==> src/rtl/msq_defs.svh <==
// constants for the microprogram sequencer slice
// assumes inclusion by bare name from the slice module
`ifndef MSQ_DEFS_SVH
`define MSQ_DEFS_SVH

// source select codes, upper select bit is the msb
`define MSQ_SEL_COUNTER 2'h0
`define MSQ_SEL_LATCH   2'h1
`define MSQ_SEL_STACK   2'h2
`define MSQ_SEL_DIRECT  2'h3

// structure
`define MSQ_SLICE_W     4
`define MSQ_STACK_DEPTH 4

// reset values
`define MSQ_RST_WORD    4'h0
`define MSQ_RST_PTR     2'h0

`endif

==> src/rtl/msq_pkg.sv <==
// types shared by the sequencer slice and its surroundings
// assumes nothing beyond a systemverilog compiler
package msq_pkg;

   typedef struct packed {
      logic source_select_hi;
      logic source_select_lo;
   } msq_select_type;

   typedef struct packed {
      logic stack_op_enable_n;
      logic stack_direction;
   } msq_stack_ctrl_type;

endpackage : msq_pkg

==> src/rtl/msq_sequencer_slice.sv <==
// cascadable next-address slice: mux, branch latch, counter, stack
// assumes controls come from a microword register on the same clock
//
// Contract
// [RULE_01] four-bit slice, carries chain slices wider
// [RULE_02] four-input mux picks the next address
// [RULE_03] codes: 0 counter, 1 latch, 2 stack, 3 direct
// [RULE_04] latch loads on edge while load enable low
// [RULE_05] reduced option feeds latch from direct inputs
// [RULE_06] carry high: counter takes output plus one
// [RULE_07] carry low: counter reloads output unchanged
// [RULE_08] incrementer has carry in and carry out
// [RULE_09] carry out when carry in and all ones
// [RULE_10] pointer addresses last written stack word
// [RULE_11] push: pointer up, counter written to top
// [RULE_12] pop: top offered now, pointer down next edge
// [RULE_13] stack enable high: stack left unchanged
// [RULE_14] push and pop move only the pointer
// [RULE_15] four nesting levels, any push pop sequence
// [RULE_16] pointer wraps modulo four, no overflow flag
// [RULE_17] zero input forces outputs low
// [RULE_18] each output bit ORed with its force input
// [RULE_19] output enable high floats the address outputs
// [RULE_20] state changes only on rising clock edge; the code also clears its state asynchronously while reset_n is low
// [RULE_21] controller supplies select bits each cycle
`timescale 1ns/100ps
`include "msq_defs.svh"

module msq_sequencer_slice #(
   parameter int       SLICE_W            = `MSQ_SLICE_W,
   parameter int       STACK_DEPTH        = `MSQ_STACK_DEPTH,
   parameter bit       SHARED_LATCH_INPUT = 1'b0
) (
   input  wire logic                        clk,
   input  wire logic                        reset_n,
   input  wire msq_pkg::msq_select_type     source_select,
   input  wire msq_pkg::msq_stack_ctrl_type stack_ctrl,
   input  wire logic                        branch_latch_load_n,
   input  wire logic [SLICE_W-1:0]          latch_data_in,
   input  wire logic [SLICE_W-1:0]          jump_target_in,
   input  wire logic [SLICE_W-1:0]          bit_set_in,
   input  wire logic                        force_zero_n,
   input  wire logic                        addr_out_enable_n,
   input  wire logic                        carry_in,
   output logic      [SLICE_W-1:0]          next_addr_out,
   output logic                             next_addr_oe,
   output logic                             carry_out
);

   localparam int PTR_W = $clog2(STACK_DEPTH);

   // state
   logic [SLICE_W-1:0] branch_latch_q;
   logic [SLICE_W-1:0] branch_latch_d;
   logic [SLICE_W-1:0] sequence_counter_q;
   logic [SLICE_W-1:0] sequence_counter_d;
   logic [PTR_W-1:0]   stack_top_index_q;
   logic [PTR_W-1:0]   stack_top_index_d;
   logic [SLICE_W-1:0] stack_mem [STACK_DEPTH];

   // decode
   logic [1:0]         sel_code;
   logic               is_sel_counter;
   logic               is_sel_latch;
   logic               is_sel_stack;
   logic               is_sel_direct;
   logic               stack_push;
   logic               stack_pop;
   logic [SLICE_W-1:0] stack_top_word;
   logic [SLICE_W-1:0] latch_source;
   logic [SLICE_W-1:0] mux_word;
   logic [SLICE_W-1:0] forced_word;
   logic [SLICE_W:0]   inc_sum;

   // word plus carry, one bit wider for the chain
   function automatic logic [SLICE_W:0] incr_word(
      input logic [SLICE_W-1:0] word,
      input logic               cin
   );
      incr_word = {1'b0, word} + {{SLICE_W{1'b0}}, cin};
   endfunction : incr_word

   // pointer step, wraps at the stack depth
   function automatic logic [PTR_W-1:0] step_ptr(
      input logic [PTR_W-1:0] ptr,
      input logic             up,
      input logic             down
   );
      logic [PTR_W-1:0] one;
      one = {{(PTR_W-1){1'b0}}, 1'b1};
      if (up) begin
         step_ptr = ptr + one;
      end else if (down) begin
         step_ptr = ptr - one;
      end else begin
         step_ptr = ptr;
      end
   endfunction : step_ptr

   assign sel_code = {source_select.source_select_hi, source_select.source_select_lo};
   assign is_sel_counter = (sel_code == `MSQ_SEL_COUNTER);   // [RULE_03]
   assign is_sel_latch   = (sel_code == `MSQ_SEL_LATCH);     // [RULE_03]
   assign is_sel_stack   = (sel_code == `MSQ_SEL_STACK);     // [RULE_03]
   assign is_sel_direct  = (sel_code == `MSQ_SEL_DIRECT);    // [RULE_03]

   assign stack_push = ~stack_ctrl.stack_op_enable_n & stack_ctrl.stack_direction;  // [RULE_11]
   assign stack_pop  = ~stack_ctrl.stack_op_enable_n & ~stack_ctrl.stack_direction; // [RULE_12]

   // top word read in place, words never shift
   assign stack_top_word = stack_mem[stack_top_index_q];   // [RULE_10]

   assign latch_source = SHARED_LATCH_INPUT ? jump_target_in : latch_data_in;  // [RULE_05]

   assign mux_word = is_sel_counter ? sequence_counter_q :
                     is_sel_latch   ? branch_latch_q     :
                     is_sel_stack   ? stack_top_word     :
                                      jump_target_in;    // [RULE_02]

   // zero wins over the per-bit force
   assign forced_word = force_zero_n ? (mux_word | bit_set_in)  // [RULE_18]
                                     : {SLICE_W{1'b0}};         // [RULE_17]

   assign inc_sum = incr_word(forced_word, carry_in);   // [RULE_01] [RULE_08]

   assign branch_latch_d     = branch_latch_load_n ? branch_latch_q : latch_source;  // [RULE_04]
   assign sequence_counter_d = inc_sum[SLICE_W-1:0];    // [RULE_06] [RULE_07]
   assign stack_top_index_d  = step_ptr(stack_top_index_q, stack_push, stack_pop); // [RULE_16]

   // address path is combinational through the mux by nature
   assign next_addr_out = forced_word;
   assign next_addr_oe  = ~addr_out_enable_n;           // [RULE_19]
   assign carry_out     = inc_sum[SLICE_W];             // [RULE_09]

   always_ff @(posedge clk or negedge reset_n) begin     // [RULE_20]
      if (!reset_n) begin
         branch_latch_q     <= `MSQ_RST_WORD;
         sequence_counter_q <= `MSQ_RST_WORD;
         stack_top_index_q  <= `MSQ_RST_PTR;
      end else begin
         branch_latch_q     <= branch_latch_d;
         sequence_counter_q <= sequence_counter_d;
         stack_top_index_q  <= stack_top_index_d;    // [RULE_14]
      end
   end

   // push writes the return address at the new top only
   always_ff @(posedge clk or negedge reset_n) begin
      if (!reset_n) begin
         for (int i = 0; i < STACK_DEPTH; i++) begin
            stack_mem[i] <= `MSQ_RST_WORD;
         end
      end else if (stack_push) begin
         stack_mem[stack_top_index_d] <= sequence_counter_q;   // [RULE_11] [RULE_15]
      end
   end
endmodule : msq_sequencer_slice

==> config.mk <==
export PLATFORM = sky130hd
export DESIGN_NAME = msq_sequencer_slice
export DESIGN_NICKNAME = d
export VERILOG_FILES = /design/src/rtl/msq_pkg.sv /design/src/rtl/msq_sequencer_slice.sv
export VERILOG_INCLUDE_DIRS = /design/src /design/src/rtl
export SDC_FILE = /design/constraint.sdc
export NUM_CORES = 1
export LEC_CHECK = 0
export BUFFER_PORTS_ARGS = -buffer_cell sky130_fd_sc_hd__buf_2
export CORE_ASPECT_RATIO = 1.5
export CORE_MARGIN = 4
export CORE_UTILIZATION = 25
export DETAILED_ROUTE_END_ITERATION = 7
export GPL_TIMING_DRIVEN = 0
export PLACE_DENSITY = 0.47
export SYNTH_ARGS = -nofsm -noshare
export SYNTH_HDL_FRONTEND = slang
export SYNTH_SLANG_ARGS = --single-unit
==> constraint.sdc <==
create_clock -name clk -period 3.9 [get_ports clk]
set_clock_uncertainty 0.2 [all_clocks]
set_input_delay 0.195 -clock clk [delete_from_list [all_inputs] [get_ports clk]]
set_output_delay 0.195 -clock clk [all_outputs]
set_load 0.1 [all_outputs]
* Word level (Yosys, flattened, before mapping)
Index checks and enable logic that the tools add are counted.
Storage, ports and cells: bits in registers 26, bits in latches 0, bits in writable memories 0, bits in read-only memories 0, input bits 22, output and inout port bits 6, logic and storage cells 37, memories kept 0
Operators by class: add/sub/neg operators 3, $mul 0, div/mod/pow operators 0, order comparisons 3, equality and inequality tests 2, shifts and indexed selects 0, multiplexer cells 12, bitwise operators 8, reductions and logical operators 2
Operators by type and width (count):
- $mux 4 | 7
- $bwmux 16 | 1
- $bmux 4 s2 | 1
- $demux 4 s2 | 1
- $ge 3x3->1 const B | 2
- $not 2->3 | 2
- $add 4x1->5 | 1
- $mux 2 | 2
- $or 4x4->4 | 1
- $lt 3x1->1 const B | 1
- $not 1->1 | 3
- $add 2x1->2 const B | 1
- $and 1x1->1 | 2
- $eq 2x1->1 const B | 1
- $eq 2x2->1 const B | 1
- $logic_not 2->1 | 1
- $sub 2x1->2 const B | 1
- $logic_and 1x1->1 | 1

* Longest topological paths before layout
Gate-level depths: netlist of run 1.
word-level depth 10, depth in mapped cells 7, gate-level depth less buffers 6

* Worst setup path before layout of run 1
OpenSTA, ideal clock, no wires.
path type register -> output, from reg stack_top_index_q[0], to out carry_out, data arrival time 3067 ps, required time 3505 ps, setup slack 438 ps, stages on the path, launching flop included 8, cell sequence dfrtp_1 -> buf_6 -> mux4_1 -> mux2_2 -> o311a_1 -> ha_1 -> ha_1 -> and3_1
On the way: cells in the longest elaborated chain, start to end 10
RTL lines:
- start: declaration | line msq_sequencer_slice.sv:57 | logic [PTR_W-1:0] stack_top_index_q;
- start signal: assignment | line msq_sequencer_slice.sv:138 | stack_top_index_q <= `MSQ_RST_PTR;
- start signal: assignment | line msq_sequencer_slice.sv:142 | stack_top_index_q <= stack_top_index_d;
- $not 2->3 (not written as such) | line msq_sequencer_slice.sv:110 | assign stack_top_word = stack_mem[stack_top_index_q];
- $bmux 4 s2 | line msq_sequencer_slice.sv:110
- $mux 4 (not written as such) (2 in series) | line msq_sequencer_slice.sv:110
- $mux 4 | line msq_sequencer_slice.sv:116 | is_sel_stack ? stack_top_word :
- $mux 4 | line msq_sequencer_slice.sv:115 | is_sel_latch ? branch_latch_q :
- $mux 4 | line msq_sequencer_slice.sv:114 | assign mux_word = is_sel_counter ? sequence_counter_q :
- $or 4x4->4 | line msq_sequencer_slice.sv:120 | assign forced_word = force_zero_n ? (mux_word | bit_set_in)
- $mux 4 | line msq_sequencer_slice.sv:120
- named net next_addr_out[0] | line msq_sequencer_slice.sv:45 | output logic [SLICE_W-1:0] next_addr_out,
- $add 4x1->5 | line msq_sequencer_slice.sv:80 | incr_word = {1'b0, word} + {{SLICE_W{1'b0}}, cin};
- end: declaration | line msq_sequencer_slice.sv:47 | output logic carry_out
The timed path passes the listed nets, and every way through them passes these cells. The select of a mux whose other input is x is not followed.

* Final worst setup path of run 1
from reg stack_top_index_q[0], to out carry_out
On the way: cells in the longest elaborated chain, start to end 10
RTL lines (line):
- $not 2->3 (not written as such) | msq_sequencer_slice.sv:110
- $bmux 4 s2 | msq_sequencer_slice.sv:110
- $mux 4 (not written as such) (2 in series) | msq_sequencer_slice.sv:110
- $mux 4 | msq_sequencer_slice.sv:116
- $mux 4 | msq_sequencer_slice.sv:115
- $mux 4 | msq_sequencer_slice.sv:114
- $or 4x4->4 | msq_sequencer_slice.sv:120
- $mux 4 | msq_sequencer_slice.sv:120
- $add 4x1->5 | msq_sequencer_slice.sv:80
No other way between the ends. The select of a mux whose other input is x is not followed.

==> results by group, run 1 <==
Run status
  – Status: completed

Power and ir drop
  – Pwr dens: 573 nW/um^2
  – Worst vdd ir: 0.000212 V
  – Seq pwr share: 44.3%
  – Switch share: 32.5%
  – Clock share of power: 15.3%
  – Internal: 0.651 mW
  – Leak: 0.763 nW
  – Combinational power share: 40.4%
  – Psw: 0.313 mW

Finish
  – Multi-input logic area: 646 um^2
  – Layout cells sized above 1: 50.8%
  – # fillers: 558
  – Nets: 156
  – Finished Layout Cells: 198
  – FF/Latch Area: 651 um^2
  – Area Overhead vs Synth: 24.1%
  – Antenna diode count: 0

Worst setup path
  – CP delay by family, top: multiplexers
  – Reg-to-reg endpoint: sequence_counter_q[2]$_DFF_PN0_
  – Crit path depth: 8
  – Buf/Inv on CP: 2
  – Worst-case reg-to-reg path depth: 7
  – Worst EP required: 3.50 ns
  – Worst setup path endpoint: carry_out
  – Most used cell, CP: ha_1
  – Critical R2R Launch: stack_top_index_q[0]$_DFF_PN0_
  – Cell Chain, Critical Path: buf_6, mux4_1, mux2_2, o311a_1, ha_1, ha_1, and3_1, buf_2
  – R2R Setup Slk: 1.29 ns
  – Slowest CP cell: mux4_1
  – Critical Path End Type: output port
  – Critical Path Source Type: register
  – Worst setup startpoint: stack_top_index_q[0]$_DFF_PN0_
  – Crit-path max FO: 10
  – CP arrival: 2.84 ns
  – CP Class: register to output port
  – Max stage delay on crit path: 0.57 ns

Hold path
  – Min-Delay Path Class: input port to register

Synth
  – Syn_area_per_cell: 14.4 um^2
  – EDFF count, synth: 0
  – Seq/Total Area, Yosys: 48.1%
  – Share of flip-flops with an asynchronous set or reset: 100%
  – Cells after synthesis: 94
  – #FFs+latches synth: 26
  – Yosys top cell by area: dfrtp_1
  – Main synth FF type: dfrtp_1
  – Post-synthesis cell type count: 31
  – Top cells by area, synth: dfrtp_1 (48%), mux2_2 (19%), mux4_2 (3.3%), mux2i_1 (3.0%), a2111oi_2 (2.2%)
  – Mapped Area: 1350 um^2
  – YS warnings: 0
  – Syn Nets: 118
  – Yosys top cell area share: 48.1%

Routing
  – DRT Wirelength: 2860 um
  – Vias per Instance: 4.42
  – Iteration-0 DRC count of the detailed router: 5
  – Vias: 875
  – DRT Pass-1 Iters: 4
  – DR WL/cell: 14.4 um
  – Residual DRC: 0
  – Antenna Nets Post-Route: 0

STA
  – Final Max Tran Viols: 0
  – Period utilisation layout: 83.0%
  – Final hold viol count: 0
  – Worst-margin pin slew: 1.07 ns
  – Setup violations, final: 0
  – Slew headroom: 27.8%
  – Hold Slack: 0.0528 ns
  – RSZ-0062 raised after global routing: no
  – Fmax: 0.309 GHz
  – Clock period minus worst slack: 3.24 ns
  – Setup TNS: 0 ns

Place
  – I/O Buffers: 26
  – Hpwl dp: 2200 um
  – Placer Congestion: 0.750
  – DP Cell Count: 188

CTS
  – CTS Buffer Depth: 2
  – Clock root cell: clkbuf_8
  – Clock-pin slew on the worst setup and hold paths: 0.08 ns
  – Clk sink count: 26
  – H-tree levels: 1
  – CTS Buf Count: 3
  – CTS tree: yes
  – Postcts setup bufs: 0
  – Clk_lat worst skew: 0.26 ns

Global route
  – Vias in the first global route: 1,000
  – Initial antenna violation count: 0
  – GRT Overall Usage: 9.70%
  – Largest net degree at the start of global routing: 27
  – GRT overflow: 0
  – First-pass GRT wire length: 4870 um

Floorplan
  – Die width: 68.1 um
  – Ports: 28
  – Floorplan row count: 32
  – Die area: 6680 um^2
  – Die Ht: 98.1 um
  – Core area: 5200 um^2
  – Initial core utilization: 26.0%

Flow run
  – Max-cap violations: 0
metal layers:
layer  vias up  global-route usage [%]  share of wire, %  wire [um]
li1        423                       -                 -          -
met1       415                    12.1                42       1190
met2        32                    17.0                53       1520
met3         5                    1.15               4.3        123
met4         0                    2.76               1.1         31
met5         -                       0                 0          0
power by group through the flow:
stage | registers [mW] | clock network [mW] | logic (mW)
after global placement | 0.430 | 0 | 0.382
final | 0.427 | 0.147 | 0.389
after floorplan | 0.413 | 0 | 0.316
after global routing | 0.442 | 0.162 | 0.428
after CTS | 0.429 | 0.156 | 0.398
after detailed placement | 0.436 | 0 | 0.389
synthesized netlist by cell type (2+ instances only):
master	number
mux2_2	23
mux2i_1	4
clkbuf_8	2
xor2_1	3
dfrtp_1	26
ha_1	2
nor4bb_1	2
nand4b_1	2
mux4_2	2
a31oi_1	2
and2b_2	2
inv_1	3
a2111oi_2	2
nor2_1	2
repair_timing:
item                      CTS  global route
resized for setup           0             0
hold buffers                7             0
hold endpoints to repair   32             0
placed cells by master, fill, tap and decap left out, types with 2 or more instances in the layout:
cell,instances
dfrtp_1,26
buf_2,26
mux2_2,23
dlygate4sd3_1,7
clkbuf_8,5
mux2i_1,4
inv_1,3
xor2_1,3
nand4b_1,2
nor2_1,2
mux4_2,2
and2b_2,2
a2111oi_2,2
a31oi_1,2
nor4bb_1,2
ha_1,2
logic make-up after synthesis:
group           after synthesis  synth area share, %
compound gates                6                 4.53
xor+xnor                      4                 2.59
fa+ha+maj                     2                 1.85
buf+inv                       7                 4.25
flops                        26                 48.1
mux                          31                 28.5
simple gates                 18                 10.3
area by class of cell:
cell class              instances  share of cell area (%)
multi-input cells              61                    38.4
repair buffers                 33                    11.9
clock buffers                   3                    2.46
inverters                       3                   0.670
plain buffers                   4                    2.76
well taps                      68                    5.06
flip-flops and latches         26                    38.7
flip-flops by register name, summed over array words and instances, names as in the netlist:
register and count:
stack_top_index_q 2, stack_mem 16, branch_latch_q 4, sequence_counter_q 4
worst min path at each step:
stage | from | endpoint | slack, ns | depth (start not counted)
global route | branch_latch_load_n | branch_latch_q[3]$_DFFE_PN0N_ | 0.06 | 2
detailed placement | reset_n | branch_latch_q[3]$_DFFE_PN0N_ | 0.05 | 1
finish | branch_latch_load_n | branch_latch_q[0]$_DFFE_PN0N_ | 0.05 | 2
CTS | branch_latch_load_n | branch_latch_q[3]$_DFFE_PN0N_ | 0.06 | 2
floorplan | reset_n | branch_latch_q[0]$_DFFE_PN0N_ | -0.30 | 0
global placement | reset_n | branch_latch_q[3]$_DFFE_PN0N_ | 0.03 | 1
metrics by stage:
step	setup WS [ns]	total power, mW	cell area (um^2)	util [%]
CTS	0.623	0.983	1680	32.3
finish	0.663	0.963	1680	32.3
global route	0.520	1.03	1680	32.3
detailed placement	0.946	0.825	1570	30.1
floorplan	0.438	0.729	1350	-
global placement	0.948	0.813	1570	30.1
Note: power is estimated with default switching activity, not from simulation.
==> run 2: changes to the inputs <==
==> constraint.sdc (replaced) <==
create_clock -name clk -period 3.1 [get_ports clk]
set_clock_uncertainty 0.2 [all_clocks]
set_input_delay 0.155 -clock clk [delete_from_list [all_inputs] [get_ports clk]]
set_output_delay 0.155 -clock clk [all_outputs]
set_load 0.1 [all_outputs]
==> results by group, run 2 (same netlist as run 1, synthesis figures left out) <==
Routing
  – Antenna Nets Post-Route: 0 (unchanged)
  – DRT Pass-1 Iters: 4 (unchanged)
  – DR WL/cell: 13.8 um (was 14.4 um)
  – Iteration-0 DRC count of the detailed router: 9 (was 5)
  – DRT Wirelength: 2790 um (was 2860 um)
  – Vias: 885 (was 875)
  – Residual DRC: 0 (unchanged)
  – Vias per Instance: 4.36 (was 4.42)

STA
  – RSZ-0062 raised after global routing: no (unchanged)
  – Period utilisation layout: 97.2%
  – Setup violations, final: 0 (unchanged)
  – Setup TNS: 0 ns (unchanged)
  – Clock period minus worst slack: 3.01 ns
  – Worst setup margin: 0.0882 ns (was 0.663 ns)
  – Final hold viol count: 0 (unchanged)
  – Final Max Tran Viols: 0 (unchanged)
  – Fmax: 0.332 GHz
  – Slew headroom: 27.5% (was 27.8%)
  – Worst-margin pin slew: 1.07 ns (about the same)

Floorplan
  – Die Ht: 98.1 um (unchanged)
  – Ports: 28 (unchanged)
  – Core area: 5200 um^2 (unchanged)
  – Initial core utilization: 26.0% (unchanged)
  – Die area: 6680 um^2 (unchanged)
  – Floorplan row count: 32 (unchanged)
  – Die width: 68.1 um (unchanged)

Finish
  – FF/Latch Area: 651 um^2 (unchanged)
  – Commonest cells after routing, fill and taps aside: dfrtp_1 (26), buf_2 (25), mux2_2 (23) (was dfrtp_1 (26), buf_2 (26), mux2_2 (23))
  – Max reg flops: 16 (unchanged)
  – Largest Register: stack_mem (unchanged)
  – Layout cells sized above 1: 55.6% (was 50.8%)
  – Multi-input logic area: 647 um^2 (was 646 um^2)
  – # fillers: 547 (was 558)
  – Top Registers: stack_mem x16, branch_latch_q x4, sequence_counter_q x4 (unchanged)
  – Nets: 161 (was 156)
  – Final Core Density: 33.2% (was 32.3%)
  – Antenna diode count: 0 (unchanged)
  – Area Overhead vs Synth: 27.7% (was 24.1%)
  – Finished Layout Cells: 203 (was 198)
  – Commonest non-fill, non-tap cell in the layout: dfrtp_1
  – Design Area, Final: 1730 um^2 (was 1680 um^2)

Power and ir drop
  – Internal: 0.861 mW (was 0.651 mW)
  – Combinational power share: 42.9% (was 40.4%)
  – Switch share: 31.8% (was 32.5%)
  – Seq pwr share: 42.6% (was 44.3%)
  – Worst vdd ir: 0.000287 V (was 0.000212 V)
  – Psw: 0.401 mW (was 0.313 mW)
  – Leak: 0.782 nW (was 0.763 nW)
  – Pwr dens: 730 nW/um^2 (was 573 nW/um^2)
  – Clock share of power: 14.5% (was 15.3%)

CTS
  – Clock-pin slew on the worst setup and hold paths: 0.08 ns (about the same)
  – Clock root cell: clkbuf_8 (unchanged)
  – CTS Buf Count: 3 (unchanged)
  – CTS Buffer Depth: 2 (unchanged)
  – CTS tree: yes (unchanged)
  – Clk_lat worst skew: 0.26 ns (about the same)
  – Clk sink count: 26 (unchanged)
  – H-tree levels: 1 (unchanged)

Worst setup path
  – R2R Setup Slk: 0.60 ns (was 1.29 ns)
  – Buf/Inv on CP: 2 (unchanged)
  – Critical Path End Type: output port (unchanged)
  – Critical Path Source Type: register (unchanged)
  – Cell Chain, Critical Path: buf_6, mux4_2, mux2_2, o311a_2, ha_2, ha_1, and3_2, buf_8 (was buf_6, mux4_1, mux2_2, o311a_1, ha_1, ha_1, and3_1, buf_2)
  – CP Class: register to output port (unchanged)
  – Crit-path max FO: 6 (was 10)
  – CP delay by family, top: multiplexers (unchanged)
  – Slowest CP cell: mux4_2 (was mux4_1)
  – Worst EP required: 2.74 ns (was 3.50 ns)
  – CP arrival: 2.66 ns (was 2.84 ns)
  – Max stage delay on crit path: 0.51 ns (was 0.57 ns)

Place
  – Post-Place Cell Area: 1570 um^2 (about the same)
  – Placer Congestion: 0.693 (was 0.750)
  – Hpwl dp: 2170 um (was 2200 um)
  – DP Cell Count: 188 (unchanged)
  – DP Worst Slack: 0.130 ns (was 0.946 ns)
  – I/O Buffers: 26 (unchanged)

Global route
  – First-pass GRT wire length: 4680 um (was 4870 um)
  – Vias in the first global route: 999 (was 1,000)
  – Initial antenna violation count: 0 (unchanged)
  – GRT overflow: 0 (unchanged)
  – Largest net degree at the start of global routing: 27 (unchanged)
  – GRT Overall Usage: 9.13% (was 9.70%)

Hold path
  – Min-Delay Path Class: input port to register (unchanged)

Flow run
  – Max-cap violations: 0 (unchanged)

Run status
  – Status: completed (unchanged)
## run 2: cell count changes in the layout (fill, tap and decap cells not counted), sizes merged
cell  delta
buf      +5
## run 2: worst register-to-register path, stage by stage (launching register included)
cell and delay, ns:
dfrtp_1 0.36, buf_6 0.14, mux4_2 0.51, mux2_2 0.28, o311a_2 0.34, ha_2 0.19, ha_1 0.20, xor2_1 0.16
## run 2: stage by stage
stage | hold slack (ns) | total power, mW
3_5_place_dp | -0.0148 | 1.03
3_3_place_gp | -0.00870 | 1.02
2_1_floorplan | -0.341 | 0.918
5_1_grt | 0.0206 | 1.34
6_report | 0.0105 | 1.26
4_1_cts | 0.0203 | 1.24
## run 2: path summary, 6_finish.rpt
kind / start / to / depth (start not counted)
max: stack_top_index_q[0]$_DFF_PN0_ / carry_out / 8
min: branch_latch_load_n / branch_latch_q[3]$_DFFE_PN0N_ / 2
max reg2reg: stack_top_index_q[0]$_DFF_PN0_ / sequence_counter_q[2]$_DFF_PN0_ / 7
min reg2reg: branch_latch_q[3]$_DFFE_PN0N_ / branch_latch_q[3]$_DFFE_PN0N_ / 1
max in group asynchronous: reset_n / stack_mem[15]$_DFFE_PN0P_ / 2
min in group asynchronous: reset_n / branch_latch_q[0]$_DFFE_PN0N_ / 2
## run 2: timing repair
item | CTS | global route
cloned | 0 | 0
hold buffers | 7 | 0
endpoints found under the hold margin | 32 | 0
endpoints found under the setup margin | 1 | 1
gates resized for setup | 3 | 2
buffers inserted | 1 | 4
## run 2: power groups by stage
| stage | registers [mW] | logic [mW] | clock network [mW] |
|---|---|---|---|
| 2_1_floorplan | 0.520 | 0.398 | 0 |
| 3_3_place_gp | 0.538 | 0.483 | 0 |
| 3_5_place_dp | 0.548 | 0.484 | 0 |
| 4_1_cts | 0.539 | 0.512 | 0.188 |
| 5_1_grt | 0.555 | 0.587 | 0.199 |
| 6_report | 0.538 | 0.542 | 0.183 |
## run 2: final cells by class
| type | count | share of cell area (%) |
|---|---|---|
| clock buffers | 3 | 2.39 |
| flip-flops and latches | 26 | 37.6 |
| plain buffers | 4 | 2.68 |
| repair buffers | 38 | 14.3 |
| inverters | 3 | 0.651 |
| multi-input cells | 61 | 37.4 |
| well taps | 68 | 4.92 |
## run 2: routing by layer
metal	global-route usage [%]	vias to the layer above	share of wire [%]
met3	1.27	2	4.9
met2	15.3	28	51
met5	0	-	0
li1	-	432	-
met4	2.76	0	0.68
met1	11.9	423	44
